$ cat src/core/prn_port_pkg.sv
// Package for the bidirectional printer port: register codes, bit positions,
// reset values and carrier structs.
// Assumes a single 100 MHz clock and a host that uses level strobes.
package prn_port_pkg;

   // ************************************************************
   // Register address codes
   // ************************************************************
   localparam logic [1:0] ADDR_DATA   = 2'h0;  // Data port, read and write
   localparam logic [1:0] ADDR_STATUS = 2'h1;  // Status read, direction write
   localparam logic [1:0] ADDR_CTRL   = 2'h2;  // Readback read, control write

   // ************************************************************
   // Field positions
   // ************************************************************
   localparam int CTL_LATCH   = 0;  // Latch pulse line
   localparam int CTL_FEED    = 1;  // Auto feed line
   localparam int CTL_RESTART = 2;  // Restart line, active high
   localparam int CTL_CHOOSE  = 3;  // Printer choose line
   localparam int CTL_IRQ_EN  = 4;  // Interrupt enable
   localparam int CTL_DIR     = 5;  // Software direction select
   localparam int ST_IRQ      = 2;  // Status interrupt bit

   // ************************************************************
   // Magic codes and reset values
   // ************************************************************
   localparam logic [7:0] DIR_CODE_IN  = 8'haa;  // Select input direction
   localparam logic [7:0] DIR_CODE_OUT = 8'h55;  // Select output direction
   localparam logic [7:0] DATA_RESET   = 8'hff;  // Data pins driven high
   localparam logic [5:0] CTRL_RESET   = 6'h00;  // Lines idle, irq off, output
   localparam logic       DIR_RESET    = 1'b0;   // Output direction

   // ************************************************************
   // Carriers
   // ************************************************************
   // Printer status inputs
   typedef struct packed {
      logic busy;         // Printer cannot accept data
      logic ack_n;        // Acknowledge, active low
      logic paper_out;    // Out of paper
      logic printer_online; // Printer selected
      logic fault_n;      // Fault, active low
   } status_in_t;

   // Four open-drain control lines, one bit per line
   typedef struct packed {
      logic printer_choose_n; // Choose line
      logic restart;          // Restart line
      logic auto_feed_n;      // Auto feed line
      logic latch_pulse_n;    // Latch pulse line
   } ctl_lines_t;

endpackage : prn_port_pkg

$ cat src/core/bidir_printer_port.sv
// Bidirectional printer port: host register access over a 2-bit address
// with level read and write strobes, and the parallel pin side.
// Assumes strobes and pins are synchronous to clk; open-drain and tristate
// pins are split into in, out and enable, resolved outside.
//
// Overview of operation
// - Two address bits select data, status, control.
// - Output writes drive pins; input reads sample pins.
// - After reset data pins output, driven high.
// - Status read clears interrupt, sets status bit.
// - Acknowledge falling edge marks interrupt pending.
// - Status bits one and zero read one.
// - Status bits three to six show live inputs.
// - Status bit seven shows busy inverted.
// - Readback register reports actual control pin levels.
// - Readback bit four enable; top three read one.
// - Control write sets the four control lines.
// - Control bit four gates the interrupt output.
// - Direction pin high: control bit five chooses.
// - Direction pin low: codes aa/55 choose direction.
// - Basic variant: direction pin alone sets direction.
// - Reset sets control lines idle, output mode.
// - Style pin low: interrupt follows acknowledge level.
`timescale 1ns/1ns
module bidir_printer_port #(
   parameter bit ENHANCED = 1'b1              // Enhanced variant present
) (
   input  wire logic                      clk,              // 100 MHz clock
   input  wire logic                      rst,              // Async reset
   input  wire logic [1:0]                host_addr,        // Register code
   input  wire logic                      host_wr_n,        // Write strobe
   input  wire logic                      host_rd_n,        // Read strobe
   input  wire logic                      host_sel_n,       // Port select
   input  wire logic [7:0]                host_wdata,       // Write data
   output logic      [7:0]                host_rdata,       // Read data
   input  wire logic                      direction_pin,    // Direction strap
   input  wire logic                      irq_style_sel_n,  // Interrupt style
   input  wire logic [7:0]                par_data_in,      // Pin levels
   output logic      [7:0]                par_data_out,     // Pin drive
   output logic                           par_data_oe,      // Pin enable
   input  wire prn_port_pkg::ctl_lines_t  ctl_in,           // Line levels
   output logic      [3:0]                ctl_out,          // Line drive
   output logic      [3:0]                ctl_oe,           // Line enables
   input  wire prn_port_pkg::status_in_t  stat_in,          // Printer status
   output logic                           printer_irq       // Interrupt
);

   // ************************************************************
   // Declarations
   // ************************************************************
   logic [7:0] data_reg;        // Latched output data
   logic [5:0] ctrl_reg;        // Control bits 5..0
   logic       sw_dir_reg;      // Direction from code writes, 1 = input
   logic       irq_free_reg;    // Status bit 2, 1 = none pending
   logic       ack_prev_reg;    // Previous acknowledge level
   logic       rd_prev_reg;     // Previous read strobe activity
   logic       wr_prev_reg;     // Previous write strobe activity
   logic       input_mode;      // Effective direction, 1 = input
   logic       wr_now;          // Write strobe active
   logic       rd_now;          // Read strobe active
   logic       wr_pulse;        // First cycle of a write
   logic       rd_end;          // First cycle after a read, strobe released
   logic [1:0] rd_addr_reg;     // Address held during read
   logic       ack_fall;        // Falling acknowledge edge
   logic [7:0] status_val;      // Assembled status byte
   logic [7:0] readback_val;    // Assembled readback byte

   // Open-drain line drive: low when asserted, else released high
   function automatic logic od_low(input logic assert_bit);
      od_low = ~assert_bit;
   endfunction : od_low

   // ************************************************************
   // Strobe decode
   // ************************************************************
   // Strobes are levels; act once on the write edge, clear on read end
   assign wr_now   = ~host_wr_n & ~host_sel_n;
   assign rd_now   = ~host_rd_n & ~host_sel_n;
   assign wr_pulse = wr_now & ~wr_prev_reg;
   assign rd_end   = rd_prev_reg & ~rd_now;
   assign ack_fall = ack_prev_reg & ~stat_in.ack_n;

   // Strobe and acknowledge history
   always_ff @(posedge clk or posedge rst) begin
      if (rst) begin
         wr_prev_reg  <= 1'b0;
         rd_prev_reg  <= 1'b0;
         ack_prev_reg <= 1'b1;
         rd_addr_reg  <= 2'h0;
      end else begin
         wr_prev_reg  <= wr_now;
         rd_prev_reg  <= rd_now;
         ack_prev_reg <= stat_in.ack_n;
         // Remember which register is being read
         if (rd_now) begin
            rd_addr_reg <= host_addr;
         end
      end
   end

   // ************************************************************
   // Write side
   // ************************************************************
   // Data latch; reset drives pins high
   always_ff @(posedge clk or posedge rst) begin
      if (rst) begin
         data_reg <= prn_port_pkg::DATA_RESET;
      end else if (wr_pulse && host_addr == prn_port_pkg::ADDR_DATA) begin
         data_reg <= host_wdata;
      end
   end

   // Control register
   always_ff @(posedge clk or posedge rst) begin
      if (rst) begin
         ctrl_reg <= prn_port_pkg::CTRL_RESET;
      end else if (wr_pulse && host_addr == prn_port_pkg::ADDR_CTRL) begin
         ctrl_reg <= host_wdata[5:0];
      end
   end

   // Direction select codes; other values leave direction unchanged
   always_ff @(posedge clk or posedge rst) begin
      if (rst) begin
         sw_dir_reg <= prn_port_pkg::DIR_RESET;
      end else if (wr_pulse && host_addr == prn_port_pkg::ADDR_STATUS) begin
         if (host_wdata == prn_port_pkg::DIR_CODE_IN) begin
            sw_dir_reg <= 1'b1;
         end else if (host_wdata == prn_port_pkg::DIR_CODE_OUT) begin
            sw_dir_reg <= 1'b0;
         end
      end
   end

   // ************************************************************
   // Direction choice
   // ************************************************************
   always_comb begin
      if (!ENHANCED) begin
         input_mode = direction_pin;
      end else if (direction_pin) begin
         input_mode = ctrl_reg[prn_port_pkg::CTL_DIR];
      end else begin
         input_mode = sw_dir_reg;
      end
   end

   // ************************************************************
   // Pin drive
   // ************************************************************
   assign par_data_out = data_reg;
   assign par_data_oe  = ~input_mode;
   // Lines are open-drain: enable only when pulling low
   assign ctl_out = 4'h0;
   always_comb begin
      ctl_oe[0] = ~od_low(ctrl_reg[prn_port_pkg::CTL_LATCH]);
      ctl_oe[1] = ~od_low(ctrl_reg[prn_port_pkg::CTL_FEED]);
      ctl_oe[2] = od_low(ctrl_reg[prn_port_pkg::CTL_RESTART]);
      ctl_oe[3] = ~od_low(ctrl_reg[prn_port_pkg::CTL_CHOOSE]);
   end

   // ************************************************************
   // Interrupt
   // ************************************************************
   // Pending flag; acknowledge edge wins over a clearing read
   always_ff @(posedge clk or posedge rst) begin
      if (rst) begin
         irq_free_reg <= 1'b1;
      end else if (ack_fall) begin
         irq_free_reg <= 1'b0;
      end else if (rd_end && rd_addr_reg == prn_port_pkg::ADDR_STATUS) begin
         irq_free_reg <= 1'b1;
      end
   end

   // Output style, both gated by enable: direct follow or latched
   always_comb begin
      if (!ctrl_reg[prn_port_pkg::CTL_IRQ_EN]) begin
         printer_irq = 1'b0;
      end else if (!irq_style_sel_n) begin
         printer_irq = ~stat_in.ack_n;
      end else begin
         printer_irq = ~irq_free_reg;
      end
   end

   // ************************************************************
   // Read side
   // ************************************************************
   always_comb begin
      status_val = {~stat_in.busy,
                    stat_in.ack_n, stat_in.paper_out,
                    stat_in.printer_online, stat_in.fault_n,
                    irq_free_reg, 2'b11};
      readback_val = {3'b111,
                      ctrl_reg[prn_port_pkg::CTL_IRQ_EN],
                      ~ctl_in.printer_choose_n,
                      ctl_in.restart,
                      ~ctl_in.auto_feed_n,
                      ~ctl_in.latch_pulse_n};
   end

   // Registered read data, loaded while the strobe is low
   always_ff @(posedge clk or posedge rst) begin
      if (rst) begin
         host_rdata <= 8'h00;
      end else if (rd_now) begin
         unique case (host_addr)
            prn_port_pkg::ADDR_DATA:   host_rdata <= input_mode ? par_data_in
                                                                : data_reg;
            prn_port_pkg::ADDR_STATUS: host_rdata <= status_val;
            prn_port_pkg::ADDR_CTRL:   host_rdata <= readback_val;
            default:                   host_rdata <= 8'hff;
         endcase
      end
   end
endmodule : bidir_printer_port

$ cat config.mk
export PLATFORM = sky130hd
export DESIGN_NAME = bidir_printer_port
export DESIGN_NICKNAME = d
export VERILOG_FILES = /design/src/core/prn_port_pkg.sv /design/src/core/bidir_printer_port.sv
export SDC_FILE = /design/constraint.sdc
export NUM_CORES = 1
export LEC_CHECK = 0
export BUFFER_PORTS_ARGS = -buffer_cell sky130_fd_sc_hd__buf_2
export CAP_MARGIN = 25
export CORE_MARGIN = 2
export CORE_UTILIZATION = 27
export CTS_CLUSTER_SIZE = 10
export DETAILED_ROUTE_END_ITERATION = 10
export SLEW_MARGIN = 40
export SYNTH_ARGS = -nofsm -noshare
export SYNTH_HDL_FRONTEND = slang
export SYNTH_SLANG_ARGS = --single-unit
$ cat constraint.sdc
create_clock -name clk -period 1.7 [get_ports clk]
set_clock_uncertainty 0.2 [all_clocks]
set_input_delay 0.425 -clock clk [delete_from_list [all_inputs] [get_ports clk]]
set_output_delay 0.425 -clock clk [all_outputs]
set_load 0.05 [all_outputs]
==> flow_metrics.tcl <==
set metrics [dict create \
    outcome "finished with violations" \
    violations "negative setup slack" \
    internal_power_mw 1.47 \
    sequentialPowerShare_pct 38.8 \
    grt_max_degree 30 \
    yosysTopAreaCell "dfrtp_1" \
    required_ps 1070 \
    crit_fanout 2 \
    post-route-period-util_pct 103 \
    muxShareOfSynthArea_pct 16.7 \
    cts_sinks 29 \
    clk_pin_slew_ps 60 \
    setup.worst_path.end_class "output pin" \
    dieHeight_microns 77.1 \
    design_area_sq_um 1960 \
    hpwlAfterDp_microns 2620 \
    layout_commonest_cell "buf_2" \
    via_per_inst 4.40 \
    die_area_sq_um 5940 \
    hp-class "primary input to asynchronous set/reset pin" \
    layout-drive-gt1-share_pct 58.0 \
    synthSimpleGateAreaFrac_pct 16.1 \
    grt_pass1_vias 1193 \
    crit_type "register to output pin" \
    wirelength_microns 3400 \
    row_count 26 \
    synth_xor_area_share_pct 0 \
    drt_first_iter_violations 26 \
    ys_seq_area_share_pct 51.2 \
    ir_worst_vdd_uv 647 \
    route.detailed.drc 0 \
    min_period_ps 1750 \
    timing.hold.ws_ps 1.84 \
    syn_inst 119 \
    finalHoldViolCount 0 \
    ios 60 \
    power_leakage_nw 0.923 \
    insertion_delay_ps 290 \
    place_ws_ps 10.8 \
    cts_tree "done" \
    tns_ps -50.8 \
    grt.overflow.total 0 \
    start_kind "register" \
    grt_pass1_wl_microns 5680 \
    diodes 0 \
    synthAdderAreaFrac_pct 0 \
    first_pass_iters 4 \
    cts_hold_buf 0 \
    power_frac_comb_pct 36.9 \
    max_cap_violations 0 \
    route.vias.total 1135 \
    root_buffer "clkbuf_8" \
    ant_nets 0 \
    rsz0062_at_grt "true" \
    nets 221 \
    start_util_pct 28.0 \
    synthToLayoutAreaGrowth_pct 35.9 \
    setup_slack_ps -47.2 \
    p_sw_share_pct 38.4 \
    setup_viol 2 \
    avgSynthCellArea_sq_um 12.1 \
    yosysUniqueCellTypes 38 \
    grt_usage_pct 12.4 \
    yosys-top-cells-area "dfrtp_1 (33%), dfstp_2 (18%), mux2_2 (13%)" \
    core_sq_um 5140 \
    synth_compound_area_share_pct 8.94 \
    finalPower_mw 2.39 \
    synth_top_area_share_pct 33.0 \
    fin_cells 258 \
    numPortBuffers 55 \
    yosys_warnings 0 \
    cts_made_buffers 5 \
    finish.utilization_pct 38.1 \
    p_per_area_nw_per_um2 1220 \
    place.gp.congestion 0.731 \
    slew_viol_final 0 \
    ys_ff_latch 29 \
    crit_arrival_ps 1120 \
    final_cell_mix "buf_2 (45), buf_4 (23), dfrtp_1 (19), mux2_2 (16), dfstp_2 (10)" \
    synth_top_family_by_area "multiplexers" \
    pwr-share-clk_pct 24.3 \
    grt_antenna_before_repair 0 \
    cts_max_level 2 \
    place_area_sq_um 1820 \
    wl_per_cell_microns 13.2 \
    die_w_microns 77.1 \
    p_switching_uw 916 \
    timing.fmax_mhz 572 \
    cts_buffer_depth 2 \
    syn-cell-area_sq_um 1440 \
    place_inst 248 \
]
[power groups by stage]
stage | combinational [mW] | sequential [mW] | clock (mW)
5_1_grt | 0.932 | 0.945 | 0.637
3_5_place_dp | 0.839 | 0.935 | 0
3_3_place_gp | 0.833 | 0.934 | 0
2_1_floorplan | 0.383 | 1.20 | 0
6_report | 0.882 | 0.926 | 0.579
4_1_cts | 0.888 | 0.927 | 0.602
[per-layer routing]
metal	track usage [%]	part of all wire, %	vias to the layer above	routed length (microns)
li1	-	-	562	-
met1	15.8	46	517	1550
met2	18.5	44	50	1510
met3	4.82	8.2	6	279
met4	5.89	1.9	0	66
met5	0	0	-	0
[synthesized netlist by cell type (all sizes together)]
cell type  count
and2b          1
a41oi          1
and3           2
inv            4
nand2          6
or4b           1
nand2b         1
buf           11
mux2          16
nand4          1
mux2i          6
o22ai          3
conb           1
a32o           1
nand4bb        1
o211a          1
a31oi          2
nand3b         4
dfstp         10
nor4bb         2
nor4b          1
dfrtp         19
nor3           2
nor4           2
o2bb2ai        2
nand3          3
o21ai          2
a22oi          1
a21oi          5
nor2           6
a2bb2oi        1
[cell type report]
cell class                 instances  area (sq um)
multi-input combinational         78           618
inverter                           4          15.0
timing repair buffer              69           409
sequential                        29           738
tap                               70          87.6
clock buffer                       8          90.1
fill                             555          3180
[kinds of logic after synthesis]
kind of cell	count (synthesis)
compound gates	19
flops	29
simple gates	33
mux	22
buf+inv	15
other cells	1
[critical path, stage by stage (launching register included)]
cell and delay (ps):
dfstp_2 530, nand2_2 40, o211a_1 120, buf_6 150
[repair_timing]
action                     in CTS  in global routing
resized for setup              11                  1
setup buffers                   2                  0
cloned                          0                  0
setup endpoints to repair      10                  2
[path summary, 6_finish.rpt]
check / start / end / slack, ps / cells past startpoint
max in group asynchronous: rst / irq_free_reg / 980 / 3
min in group clk: stat_in[3] / ack_prev_reg / 70 / 1
worst min-delay path: rst / host_rdata[6] / 2 / 3
worst max-delay path: irq_free_reg / printer_irq / -50 / 3
worst min register to register: ctrl_reg[1] / ctrl_reg[1] / 300 / 1
worst max register to register: ctrl_reg[5] / host_rdata[5] / 190 / 5
Power figures use the tool's default switching activity.
